==> config.mk <==
export PLATFORM = sky130hd
export DESIGN_NAME = xgmii_mac_port
export DESIGN_NICKNAME = d
export VERILOG_FILES = /design/src/rtl/xgmii_port_pkg.sv /design/src/rtl/word_fifo.sv /design/src/rtl/xgmii_mac_port.sv
export SDC_FILE = /design/constraint.sdc
export NUM_CORES = 1
export LEC_CHECK = 0
export BUFFER_PORTS_ARGS = -buffer_cell sky130_fd_sc_hd__buf_2
export CORE_ASPECT_RATIO = 1.25
export CORE_MARGIN = 3
export CORE_UTILIZATION = 25
export DETAILED_ROUTE_END_ITERATION = 10
export PLACE_DENSITY = 0.52
export SYNTH_ARGS = -nofsm -noshare
export SYNTH_HDL_FRONTEND = slang
export SYNTH_SLANG_ARGS = --single-unit
==> constraint.sdc <==
create_clock -name sys_clk_i -period 11.2 [get_ports sys_clk_i]
set_input_delay 0.56 -clock sys_clk_i [delete_from_list [all_inputs] [get_ports sys_clk_i]]
set_output_delay 0.56 -clock sys_clk_i [all_outputs]
set_load 0.01 [all_outputs]
==> src/rtl/xgmii_port_pkg.sv <==
/*
 * Constants shared by the MAC-facing parallel port: line rate codes,
 * valid cadence periods, widths and latency report layout.
 * Assumes it is compiled before every other design file.
 */
package xgmii_port_pkg;

	// ============================================================
	// Line rate codes presented to the MAC
	localparam logic [2:0] RATE_10G  = 3'h0;
	localparam logic [2:0] RATE_1G   = 3'h1;
	localparam logic [2:0] RATE_100M = 3'h2;
	localparam logic [2:0] RATE_10M  = 3'h3;
	localparam logic [2:0] RATE_2G5  = 3'h4;
	localparam logic [2:0] RATE_5G   = 3'h5;

	// ============================================================
	// Core clock cycles per valid word at each rate
	localparam int          CAD_W      = 10;
	localparam logic [9:0]  PER_10M    = 10'h3E8;
	localparam logic [9:0]  PER_100M   = 10'h064;
	localparam logic [9:0]  PER_1G     = 10'h00A;
	localparam logic [9:0]  PER_2G5    = 10'h004;
	localparam logic [9:0]  PER_5G     = 10'h002;
	localparam logic [9:0]  PER_10G    = 10'h001;
	localparam logic [9:0]  CAD_ONE    = 10'h001;
	localparam logic [9:0]  CAD_ZERO   = 10'h000;
	localparam logic [9:0]  GAP_MAX    = 10'h3FF;

	// ============================================================
	// Bus widths
	localparam int WIDE_DATA_W   = 64;
	localparam int NARROW_DATA_W = 32;
	localparam int LANE_W        = 8;

	// ============================================================
	// Latency report: fixed point, fraction in the low bits
	localparam int LAT_FRAC_W   = 10;
	localparam int LAT_WIDE_W   = 16;
	localparam int LAT_NARROW_W = 24;
	localparam int TX_PIPE_CYC  = 1;
	localparam int RX_OUT_CYC   = 1;

	// ============================================================
	// Nominal core clock for 10G operation, in kHz
	localparam int CORE_10G_KHZ = 156250;

	// ============================================================
	// Fifo depth in the receive path
	localparam int RX_FIFO_DEPTH = 8;

endpackage

==> src/rtl/word_fifo.sv <==
/*
 * Synchronous word fifo with valid/ready on both sides and an occupancy count.
 * Assumes one clock and an asynchronous active-low reset.
 */
module word_fifo #(
	parameter int WIDTH = 36,
	parameter int DEPTH = 8,
	parameter int CNT_W = $clog2(DEPTH + 1)
) (
	// Clock and reset
	input  wire logic             sys_clk_i,
	input  wire logic             nrst_i,
	// Fill side
	input  wire logic             in_valid_i,
	output logic                  in_ready_o,
	input  wire logic [WIDTH-1:0] in_data_i,
	// Drain side
	output logic                  out_valid_o,
	input  wire logic             out_ready_i,
	output logic [WIDTH-1:0]      out_data_o,
	// Occupancy
	output logic [CNT_W-1:0]      count_o
);

	localparam int PTR_W = (DEPTH > 1) ? $clog2(DEPTH) : 1;
	localparam logic [CNT_W-1:0] FULL_CNT = CNT_W'(DEPTH);
	localparam logic [PTR_W-1:0] LAST_PTR = PTR_W'(DEPTH - 1);

	logic [WIDTH-1:0] mem_r [DEPTH];
	logic [PTR_W-1:0] wr_ptr_r;
	logic [PTR_W-1:0] wr_ptr_nxt;
	logic [PTR_W-1:0] rd_ptr_r;
	logic [PTR_W-1:0] rd_ptr_nxt;
	logic [CNT_W-1:0] count_r;
	logic [CNT_W-1:0] count_nxt;
	logic             push;
	logic             pop;

	// ============================================================
	// Handshakes
	assign in_ready_o  = (count_r != FULL_CNT);
	assign out_valid_o = (count_r != '0);
	assign push        = in_valid_i && in_ready_o;
	assign pop         = out_valid_o && out_ready_i;
	assign out_data_o  = mem_r[rd_ptr_r];
	assign count_o     = count_r;

	// ============================================================
	// Pointers and count
	always_comb
	begin
		wr_ptr_nxt = wr_ptr_r;
		rd_ptr_nxt = rd_ptr_r;
		count_nxt  = count_r;
		if (push)
			wr_ptr_nxt = (wr_ptr_r == LAST_PTR) ? '0 : wr_ptr_r + PTR_W'(1);
		if (pop)
			rd_ptr_nxt = (rd_ptr_r == LAST_PTR) ? '0 : rd_ptr_r + PTR_W'(1);
		if (push && !pop)
			count_nxt = count_r + CNT_W'(1);
		else if (pop && !push)
			count_nxt = count_r - CNT_W'(1);
	end

	always_ff @(posedge sys_clk_i or negedge nrst_i)
	begin
		if (!nrst_i)
		begin
			wr_ptr_r <= '0;
			rd_ptr_r <= '0;
			count_r  <= '0;
		end
		else
		begin
			wr_ptr_r <= wr_ptr_nxt;
			rd_ptr_r <= rd_ptr_nxt;
			count_r  <= count_nxt;
		end
	end

	// Storage carries no reset; only written words are ever read.
	always_ff @(posedge sys_clk_i)
	begin
		if (push)
			mem_r[wr_ptr_r] <= in_data_i;
	end

endmodule

==> src/rtl/xgmii_mac_port.sv <==
/*
 * MAC-facing parallel data port of a multi-rate PHY: transmit words from the
 * MAC go to the coding logic, receive words from the coding logic are
 * buffered and handed to the MAC at the cadence of the current line rate,
 * with optional fixed-point latency reports for time stamping.
 * Assumes the coding logic and the MAC share sys_clk_i, which stands for
 * both the transmit and the receive core clock in this build.
 */
// Functional notes
// - Receive data: first octet in lowest lane
// - One receive control bit per byte lane
// - Receive valid once every rate-dependent N cycles
// - Transmit latency report, ten fraction bits
// - Latency reports exist only with time stamping
// - Each direction timed by its core clock
// - 10G runs at 156.25 MHz core clock
// - Three-bit current line rate output
module xgmii_mac_port #(
	parameter int DATA_W     = xgmii_port_pkg::NARROW_DATA_W,
	parameter int LAT_W      = xgmii_port_pkg::LAT_NARROW_W,
	parameter int FIFO_DEPTH = xgmii_port_pkg::RX_FIFO_DEPTH,
	parameter bit ENABLE_PTP = 1'b1,
	parameter int RX_BASE    = 2
) (
	// Clock and reset
	input  wire logic                    sys_clk_i,
	input  wire logic                    nrst_i,
	// Transmit from the MAC
	input  wire logic [DATA_W-1:0]       tx_data_i,
	input  wire logic [DATA_W/8-1:0]     tx_ctrl_i,
	input  wire logic                    tx_valid_i,
	// Transmit toward the coding logic
	output logic [DATA_W-1:0]            pcs_tx_data_o,
	output logic [DATA_W/8-1:0]          pcs_tx_ctrl_o,
	output logic                         pcs_tx_valid_o,
	// Receive from the coding logic
	input  wire logic [DATA_W-1:0]       pcs_rx_data_i,
	input  wire logic [DATA_W/8-1:0]     pcs_rx_ctrl_i,
	input  wire logic                    pcs_rx_valid_i,
	output logic                         pcs_rx_ready_o,
	input  wire logic [9:0]              pcs_rx_frac_i,
	input  wire logic [2:0]              line_rate_i,
	// Receive toward the MAC
	output logic [DATA_W-1:0]            rx_data_o,
	output logic [DATA_W/8-1:0]          rx_ctrl_o,
	output logic                         rx_valid_o,
	output logic [2:0]                   rate_o,
	// Latency reports
	output logic [LAT_W-1:0]             tx_latency_o,
	output logic [LAT_W-1:0]             rx_latency_o
);

	localparam int CTRL_W  = DATA_W / xgmii_port_pkg::LANE_W;
	localparam int WORD_W  = DATA_W + CTRL_W;
	localparam int CNT_W   = $clog2(FIFO_DEPTH + 1);
	localparam int WHOLE_W = LAT_W - xgmii_port_pkg::LAT_FRAC_W;
	localparam int FRAC_W  = xgmii_port_pkg::LAT_FRAC_W;
	localparam int PER_W   = xgmii_port_pkg::CAD_W;

	// ============================================================
	// Rate to cadence period
	function automatic logic [9:0] rate_period(input logic [2:0] rate);
		logic [9:0] per;
		per = xgmii_port_pkg::PER_10G;
		if (rate == xgmii_port_pkg::RATE_10M)
			per = xgmii_port_pkg::PER_10M;
		else if (rate == xgmii_port_pkg::RATE_100M)
			per = xgmii_port_pkg::PER_100M;
		else if (rate == xgmii_port_pkg::RATE_1G)
			per = xgmii_port_pkg::PER_1G;
		else if (rate == xgmii_port_pkg::RATE_2G5)
			per = xgmii_port_pkg::PER_2G5;
		else if (rate == xgmii_port_pkg::RATE_5G)
			per = xgmii_port_pkg::PER_5G;
		return per;
	endfunction

	// ============================================================
	// Transmit path
	// Control bit i travels with lane i untouched; lane order is kept as given.
	logic [DATA_W-1:0] ptx_data_r;
	logic [DATA_W-1:0] ptx_data_nxt;
	logic [CTRL_W-1:0] ptx_ctrl_r;
	logic [CTRL_W-1:0] ptx_ctrl_nxt;
	logic              ptx_valid_r;
	logic              ptx_valid_nxt;

	always_comb
	begin
		ptx_data_nxt  = ptx_data_r;
		ptx_ctrl_nxt  = ptx_ctrl_r;
		ptx_valid_nxt = tx_valid_i;
		if (tx_valid_i)
		begin
			ptx_data_nxt = tx_data_i;
			ptx_ctrl_nxt = tx_ctrl_i;
		end
	end

	// Both directions sample and drive on the core clock edge only.
	always_ff @(posedge sys_clk_i or negedge nrst_i)
	begin
		if (!nrst_i)
		begin
			ptx_data_r  <= '0;
			ptx_ctrl_r  <= '0;
			ptx_valid_r <= 1'b0;
		end
		else
		begin
			ptx_data_r  <= ptx_data_nxt;
			ptx_ctrl_r  <= ptx_ctrl_nxt;
			ptx_valid_r <= ptx_valid_nxt;
		end
	end

	assign pcs_tx_data_o  = ptx_data_r;
	assign pcs_tx_ctrl_o  = ptx_ctrl_r;
	assign pcs_tx_valid_o = ptx_valid_r;

	// ============================================================
	// Rate tracking and receive cadence
	// A rate change restarts the cadence, so the gap around it is irregular.
	logic [2:0]       rate_r;
	logic [2:0]       rate_nxt;
	logic [PER_W-1:0] cad_r;
	logic [PER_W-1:0] cad_nxt;
	logic             tick;

	assign tick = (cad_r == xgmii_port_pkg::CAD_ZERO) && (rate_r == line_rate_i);

	always_comb
	begin
		rate_nxt = line_rate_i;
		if (rate_r != line_rate_i)
			cad_nxt = rate_period(line_rate_i) - xgmii_port_pkg::CAD_ONE;
		else if (tick)
			cad_nxt = rate_period(rate_r) - xgmii_port_pkg::CAD_ONE;
		else
			cad_nxt = cad_r - xgmii_port_pkg::CAD_ONE;
	end

	always_ff @(posedge sys_clk_i or negedge nrst_i)
	begin
		if (!nrst_i)
		begin
			rate_r <= xgmii_port_pkg::RATE_10G;
			cad_r  <= xgmii_port_pkg::CAD_ZERO;
		end
		else
		begin
			rate_r <= rate_nxt;
			cad_r  <= cad_nxt;
		end
	end

	assign rate_o = rate_r;

	// ============================================================
	// Receive buffer and output stage
	logic [WORD_W-1:0] fifo_out;
	logic              fifo_valid;
	logic              pop;
	logic [CNT_W-1:0]  fifo_cnt;

	word_fifo #(.WIDTH (WORD_W), .DEPTH (FIFO_DEPTH)) u_rx_fifo (
		.sys_clk_i   (sys_clk_i),
		.nrst_i      (nrst_i),
		.in_valid_i  (pcs_rx_valid_i),
		.in_ready_o  (pcs_rx_ready_o),
		.in_data_i   ({pcs_rx_ctrl_i, pcs_rx_data_i}),
		.out_valid_o (fifo_valid),
		.out_ready_i (tick),
		.out_data_o  (fifo_out),
		.count_o     (fifo_cnt)
	);

	// An empty buffer at a cadence slot skips that slot rather than stalling.
	assign pop = tick && fifo_valid;

	logic [DATA_W-1:0] rxd_r;
	logic [DATA_W-1:0] rxd_nxt;
	logic [CTRL_W-1:0] rxc_r;
	logic [CTRL_W-1:0] rxc_nxt;
	logic              rxv_r;
	logic              rxv_nxt;

	always_comb
	begin
		rxd_nxt = rxd_r;
		rxc_nxt = rxc_r;
		rxv_nxt = pop;
		if (pop)
		begin
			rxd_nxt = fifo_out[DATA_W-1:0];
			rxc_nxt = fifo_out[WORD_W-1:DATA_W];
		end
	end

	always_ff @(posedge sys_clk_i or negedge nrst_i)
	begin
		if (!nrst_i)
		begin
			rxd_r <= '0;
			rxc_r <= '0;
			rxv_r <= 1'b0;
		end
		else
		begin
			rxd_r <= rxd_nxt;
			rxc_r <= rxc_nxt;
			rxv_r <= rxv_nxt;
		end
	end

	assign rx_data_o  = rxd_r;
	assign rx_ctrl_o  = rxc_r;
	assign rx_valid_o = rxv_r;

	// ============================================================
	// Latency reports
	// The transmit figure is a fixed pipeline; the receive figure follows the
	// buffer fill. Consumers must discard early values after start-up.
	logic [LAT_W-1:0] txl_r;
	logic [LAT_W-1:0] txl_nxt;
	logic [LAT_W-1:0] rxl_r;
	logic [LAT_W-1:0] rxl_nxt;

	always_comb
	begin
		txl_nxt = '0;
		rxl_nxt = '0;
		if (ENABLE_PTP)
		begin
			txl_nxt = {WHOLE_W'(xgmii_port_pkg::TX_PIPE_CYC), FRAC_W'(0)};
			rxl_nxt = {WHOLE_W'(RX_BASE + xgmii_port_pkg::RX_OUT_CYC) + WHOLE_W'(fifo_cnt),
				pcs_rx_frac_i};
		end
	end

	always_ff @(posedge sys_clk_i or negedge nrst_i)
	begin
		if (!nrst_i)
		begin
			txl_r <= '0;
			rxl_r <= '0;
		end
		else
		begin
			txl_r <= txl_nxt;
			rxl_r <= rxl_nxt;
		end
	end

	assign tx_latency_o = txl_r;
	assign rx_latency_o = rxl_r;

	// ============================================================
	// Checks
	logic [PER_W-1:0] gap_r;
	logic             steady_r;

	always_ff @(posedge sys_clk_i or negedge nrst_i)
	begin
		if (!nrst_i)
		begin
			gap_r    <= xgmii_port_pkg::GAP_MAX;
			steady_r <= 1'b0;
		end
		else
		begin
			if (rxv_r)
				gap_r <= xgmii_port_pkg::CAD_ONE;
			else if (gap_r != xgmii_port_pkg::GAP_MAX)
				gap_r <= gap_r + xgmii_port_pkg::CAD_ONE;
			if (rxv_r)
				steady_r <= 1'b1;
			else if (rate_r != line_rate_i)
				steady_r <= 1'b0;
		end
	end

	// The 10G core clock is nominally this rate; slower rates use the cadence.
	localparam int NOMINAL_KHZ = xgmii_port_pkg::CORE_10G_KHZ;
endmodule

# == Word-level counts from Yosys, hierarchy flattened ==
# Memories as Yosys holds them, arrays and structs flattened. A register that Yosys moved wholly into a read port is not among the register bits.
# Index checks and enable logic that the tools add are counted.
# totals
memories,1
ram_bits,288
input_bits,89
wordCells,67
ff_bits,77
out_inout_bits,126
# memory_table
memory,words,word_bits,rd,rd_clocked_by_memory_dff,write_ports,line_no,source
u_rx_fifo.mem_r,8,36,1,1,1,word_fifo.sv:29,logic [WIDTH-1:0] mem_r [DEPTH];
# op_classes
eq_ne,15
reduce_logical,11
addsub,8
n_mux,21
# ops
operator,n
$mux W10,7
$sub A10 B1 Y10 const B,3
$eq A3 B3 Y1 const B,6
$mux W4,4
$mux W7,2
$eq A3 B2 Y1 const B,4
$mux W3,4
$logic_not A10 Y1,1
$add A3 B1 Y3 const B,2
$eq A3 B1 Y1 const B,2
$add A2 B4 Y5 const A,1
$logic_and A1 B1 Y1,5
$add A4 B1 Y4 const B,1
$mux W2,2
$ne A4 B4 Y1 const B,1
$reduce_bool A4 Y1,1
$sub A4 B1 Y4 const B,1
$eq A3 B3 Y1,1
$logic_not A1 Y1,3
$ne A3 B3 Y1,1
$mux W1,2
$reduce_bool A2 Y1,1

# == Depth between registers and ports, before layout ==
# depth
ltp_word,11
mapped_depth,13
depth_no_buf,13

# == Modules after synthesis ==
# From an unflattened synthesis, not the netlist that was laid out.
# hier_totals
hier_cells,810
area_unflattened_um2,16035.4
# modules_own_cells
module,n_inst,seq_area_each_um2,cells_per_inst,area_per_inst_um2
word_fifo,1,8898.5,479,11459.7
xgmii_mac_port,1,2577.5,331,4575.6

# == Worst setup path before layout ==
# No wires, ideal clock.
# synth_path
path_type,register -> register
startpoint,"reg u_rx_fifo.count_r[0], in the netlist u_rx_fifo.count_o[0]"
endpoint,mem u_rx_fifo.mem_r[0][0] (enable)
stages_incl_launch_ff,6
required_ns,10.681
path_slack_ns,6.215
synth_period_minus_slack_ns,4.985
arrival_time_ns,4.466
setup_ns,0.519
n_path_buf,0
path_cell_list,dfrtp_1 > inv_1 > ha_1 > nand3b_1 > nand2_1 > nor4_1
# synth_between
elab_chain_len,4
# synth_lines
item,line_no,source
start: declaration,word_fifo.sv:34,logic [CNT_W-1:0] count_r;
start signal: assignment,word_fifo.sv:77,count_r <= count_nxt;
$ne A4 B4 Y1,word_fifo.sv:41,assign in_ready_o = (count_r != FULL_CNT);
net pcs_rx_ready_o,xgmii_mac_port.sv:40,"output logic pcs_rx_ready_o,"
$logic_and A1 B1 Y1,word_fifo.sv:43,assign push = in_valid_i && in_ready_o;
$mux W1,word_fifo.sv:84,if (push)
$mux W1 (not written as such),word_fifo.sv:85,mem_r[wr_ptr_r] <= in_data_i;
end: declaration,word_fifo.sv:29,
# The timed path passes the listed nets, and every way through them passes these cells.

# == Worst setup path after layout ==
# layout_path
startpoint,"reg rate_r[1], in the netlist rate_o[1]"
endpoint,reg cad_r[6]
# layout_between
elab_chain_len,11
word_cells_on_any_way,18
cone_classes,1 x add/sub; 7 x eq/ne; 9 x mux; 1 x reduce/logical
# layout_lines
item,line_no,source
start: declaration,xgmii_mac_port.sv:124,logic [2:0] rate_r;
start signal: assignment,xgmii_mac_port.sv:147,rate_r <= xgmii_port_pkg::RATE_10G;
start signal: assignment,xgmii_mac_port.sv:152,rate_r <= rate_nxt;
$eq A3 B3 Y1,xgmii_mac_port.sv:73,else if (rate == xgmii_port_pkg::RATE_5G)
$mux W2,xgmii_mac_port.sv:73,
$mux W3,xgmii_mac_port.sv:71,else if (rate == xgmii_port_pkg::RATE_2G5)
$mux W4,xgmii_mac_port.sv:69,else if (rate == xgmii_port_pkg::RATE_1G)
$mux W7,xgmii_mac_port.sv:67,else if (rate == xgmii_port_pkg::RATE_100M)
$mux W10,xgmii_mac_port.sv:65,if (rate == xgmii_port_pkg::RATE_10M)
$mux W10,xgmii_mac_port.sv:137,else if (tick)
$mux W10,xgmii_mac_port.sv:135,if (rate_r != line_rate_i)
$sub A10 B1 Y10,xgmii_mac_port.sv:138,cad_nxt = rate_period(rate_r) - xgmii_port_pkg::CAD_ONE;
$mux W10,xgmii_mac_port.sv:137,
$mux W10 (*),xgmii_mac_port.sv:135,
net cad_nxt[6],xgmii_mac_port.sv:127,logic [PER_W-1:0] cad_nxt;
end signal: assignment,xgmii_mac_port.sv:148,cad_r <= xgmii_port_pkg::CAD_ZERO;
end signal: assignment,xgmii_mac_port.sv:153,cad_r <= cad_nxt;
end: declaration,xgmii_mac_port.sv:126,logic [PER_W-1:0] cad_r;
# Mark *: on every way through the listed nets, which the timed path passes. The rest lies on a longest branch. The select of a mux whose other input is x is not followed.
# A chain may end at the register's enable or synchronous reset.

==> reports/metrics.yaml <==
global_route:
  grt_pass1_vias: 8879
  gr-usage-all-layers_pct: 10.9
  grt-ovfl-total: 0
  grt_max_degree: 78
  antenna_found_initial: 9
  grt_pass1_wl_mm: 55.3
floorplan:
  fp.dieW_um: 231
  die_h_um: 288
  coreArea_um2: 62400
  initial_core_util_pct: 25.4
  dieArea_um2: 66600
  row_count: 102
  ioPinCount: 215
setup_path:
  critPathRequiredTime_ps: 11680
  slowest_delay_ps: 780
  critPathKind: "reg2reg"
  cp_slowest_cell: "dfrtp_1"
  critPathMostFrequentCell: "o31ai_1"
  start_kind: "register"
  cp_max_fo: 21
  end_kind: "register"
  arrival_ps: 3500
  cp_cell_sequence: "and4b_2, o31ai_1, o311ai_0, o31ai_1, ha_1, inv_1, a2111o_1, o21a_1, o31ai_2"
sta:
  finalCritPeriodShare_pct: 27.0
  whs_ps: 98.3
  period_minus_slack_ps: 3020
  tightestPinTransition_ps: 1000
  drv_slew: 0
  slew-limit-headroom_pct: 33.2
  rsz0062_at_grt: "no"
  fmax_mhz: 331
  setup_viol: 0
  hold_viol_final: 0
  timing.setup.tns_ps: 0
  fin_worst_skew_ps: 17.5
layout:
  drive_above_1_share_pct: 36.9
  area_delta_synth_final_pct: 21.5
  final_net_count: 1205
  stdcell_count: 1976
  nFillCells: 6129
  multi_input_area_um2: 4060
  register_area_um2: 11500
power:
  power_density_nw_per_um2: 224
  cellLeakagePower_nw: 7.05
  max-vdd-ir-drop_v: 0.000104
yosys:
  synth_cell_types: 70
  synth-edff-count: 288
  ys_ff_latch: 401
  ys_warn_count: 0
  synth_ff_type: "edfxtp_1"
  synth_area_per_cell_um2: 17.5
  synth_top_area_share_pct: 54.5
  syn_area_um2: 15900
  synthTopCellsByArea: "edfxtp_1 54%, dfrtp_1 18%, mux4_2 10%, mux2_2 2.9%, nand2_1 2.0%"
  syn_inst: 906
  post-synth-top-area-cell: "edfxtp_1"
  seq_area_frac_synth_pct: 72.3
  ys_async_sr_fraction_pct: 28.2
clock_network:
  cts-resized-gates: 0
  cts_tree: "built"
  cts.clk_slew.worst_paths_ps: 60
  clock-sinks: 401
  cts-root-buf: "clkbuf_16"
  clk_path_buf_depth: 3
  cts_made_buffers: 43
  h-tree-depth: 2
  clkLatencyLatePin_ps: 570
placed_design:
  gp_congestion: 0.747
  io_buffer_count: 182
  dp_hpwl_mm: 22.3
  post-place-cells: 1891
routing:
  via_per_inst: 4.36
  drt_iter0_drc: 416
  finalWirelength_mm: 36.6
  wl_per_cell_um: 18.5
  firstDrtPassIters: 6
  postRouteAntennaNets: 0
  via_count: 8625
  drc: 0
flow_run:
  maxCapViolCount: 0
hold_path:
  hold_class: "in2reg"
run_status:
  status: "complete, no violations"
==> flip-flops by register name, summed over array words and instances, names as in the netlist <==
| signal | flops |
|---|---|
| u_rx_fifo.count_o | 4 |
| rate_o | 3 |
| rx_ctrl_o | 4 |
| pcs_tx_data_o | 32 |
| u_rx_fifo.mem_r | 288 |
| rx_valid_o | 1 |
| cad_r | 10 |
| rx_latency_o | 15 |
| u_rx_fifo.rd_ptr_r | 3 |
| pcs_tx_ctrl_o | 4 |
| pcs_tx_valid_o | 1 |
| rx_data_o | 32 |
| tx_latency_o | 1 |
| u_rx_fifo.wr_ptr_r | 3 |
==> worst paths after layout <==
path                            slack, ps         startpoint  cells after the start                     to
worst max-delay path                 8180          rate_o[1]                      9               cad_r[6]
worst min-delay path                  100   pcs_rx_frac_i[1]                      1        rx_latency_o[1]
max in group asynchronous            9310             nrst_i                      3  u_rx_fifo.rd_ptr_r[0]
worst max register to register       8180          rate_o[1]                      9               cad_r[6]
min in group asynchronous             540             nrst_i                      2      pcs_tx_data_o[24]
worst min register to register        500  pcs_tx_data_o[29]                      1      pcs_tx_data_o[29]
==> critical path, delay by kind of cell, from the launching register on <==
family	cells	cell delay (ps)
DFF	1	780
buffers and inverters	1	80
adders and majority gates	1	210
AOI/OAI and AO/OA	6	1560
and+or+nand+nor	1	300
==> Yosys cell counts (9+ instances only) <==
master	count
ha_1	10
edfxtp_1	288
mux4_2	72
o21ai_0	11
a31oi_1	38
buf_4	34
nand2_1	83
buf_2	9
inv_1	9
xnor2_1	9
mux2_2	41
nor2_1	51
dfrtp_1	113
clkbuf_1	26
==> per-stage QoR <==
stage               utilization (%)  power, mW  setup slack (ps)  cell area [um^2]
floorplan                         -       2.47              6210             16000
detailed placement             28.3       2.79              8080             17700
global placement               28.3       2.77              8100             17700
finish                         30.9       4.32              8180             19300
global route                   30.9       4.55              7850             19300
CTS                            30.9       4.41              8140             19300
==> layout by cell type, fill, tap and decap left out, drive strengths merged, types with 4 or more instances in the layout <==
master    count
edfxtp      288
buf         199
bufinv       11
o21ai        11
a31oi        38
dfrtp       113
mux4         72
clkinv        9
and2          5
a21oi         9
nand2b        6
inv          12
clkbuf       54
a21o          4
diode         4
nand3b        5
ha           10
nor2         51
clkinvlp      5
mux2         41
xnor2        12
conb         33
nor3          8
nor4          5
nand2        83
and3          4
==> what timing repair did <==
item / CTS / global route
hold buffers: 1 / 0
setup endpoints to repair: 0 / 0
hold endpoints to repair: 33 / 0
setup buffers: 0 / 0
==> final cells by class <==
type / count / area share (%)
Clock buffer: 54 / 5.95
Antenna cell: 4 / 0.0519
Multi-Input combinational cell: 448 / 21.0
Clock inverter: 26 / 2.39
Tap cell: 832 / 5.39
Timing Repair Buffer: 200 / 5.47
Inverter: 11 / 0.220
Sequential cell: 401 / 59.5
==> report_power, final <==
part	switching (mW)	internal, mW
registers	0.139	1.85
clock network	0.607	0.991
logic	0.414	0.321
total	1.16	3.16
==> per-layer routing <==
layer	routed length, um	GRT usage [%]	up-vias	part of all wire, %
met1	14700	12.8	4453	40
met4	732	2.84	6	2.0
met3	2580	3.09	56	7.0
met5	48	0	-	0.13
li1	-	-	3844	-
met2	18600	19.6	266	51
==> logic make-up after synthesis <==
logic type,after synthesis,synth area share (%)
adder cells (fa/ha/maj),11,0.914
multiplexers,114,13.2
AND/OR/NAND/NOR,187,5.53
buffers and inverters,88,3.24
XOR/XNOR,15,1.04
flip-flops,401,72.3
AO/OA/AOI/OAI,88,3.79
other,2,0.0473
No activity file was read; power rests on OpenSTA's default activity.
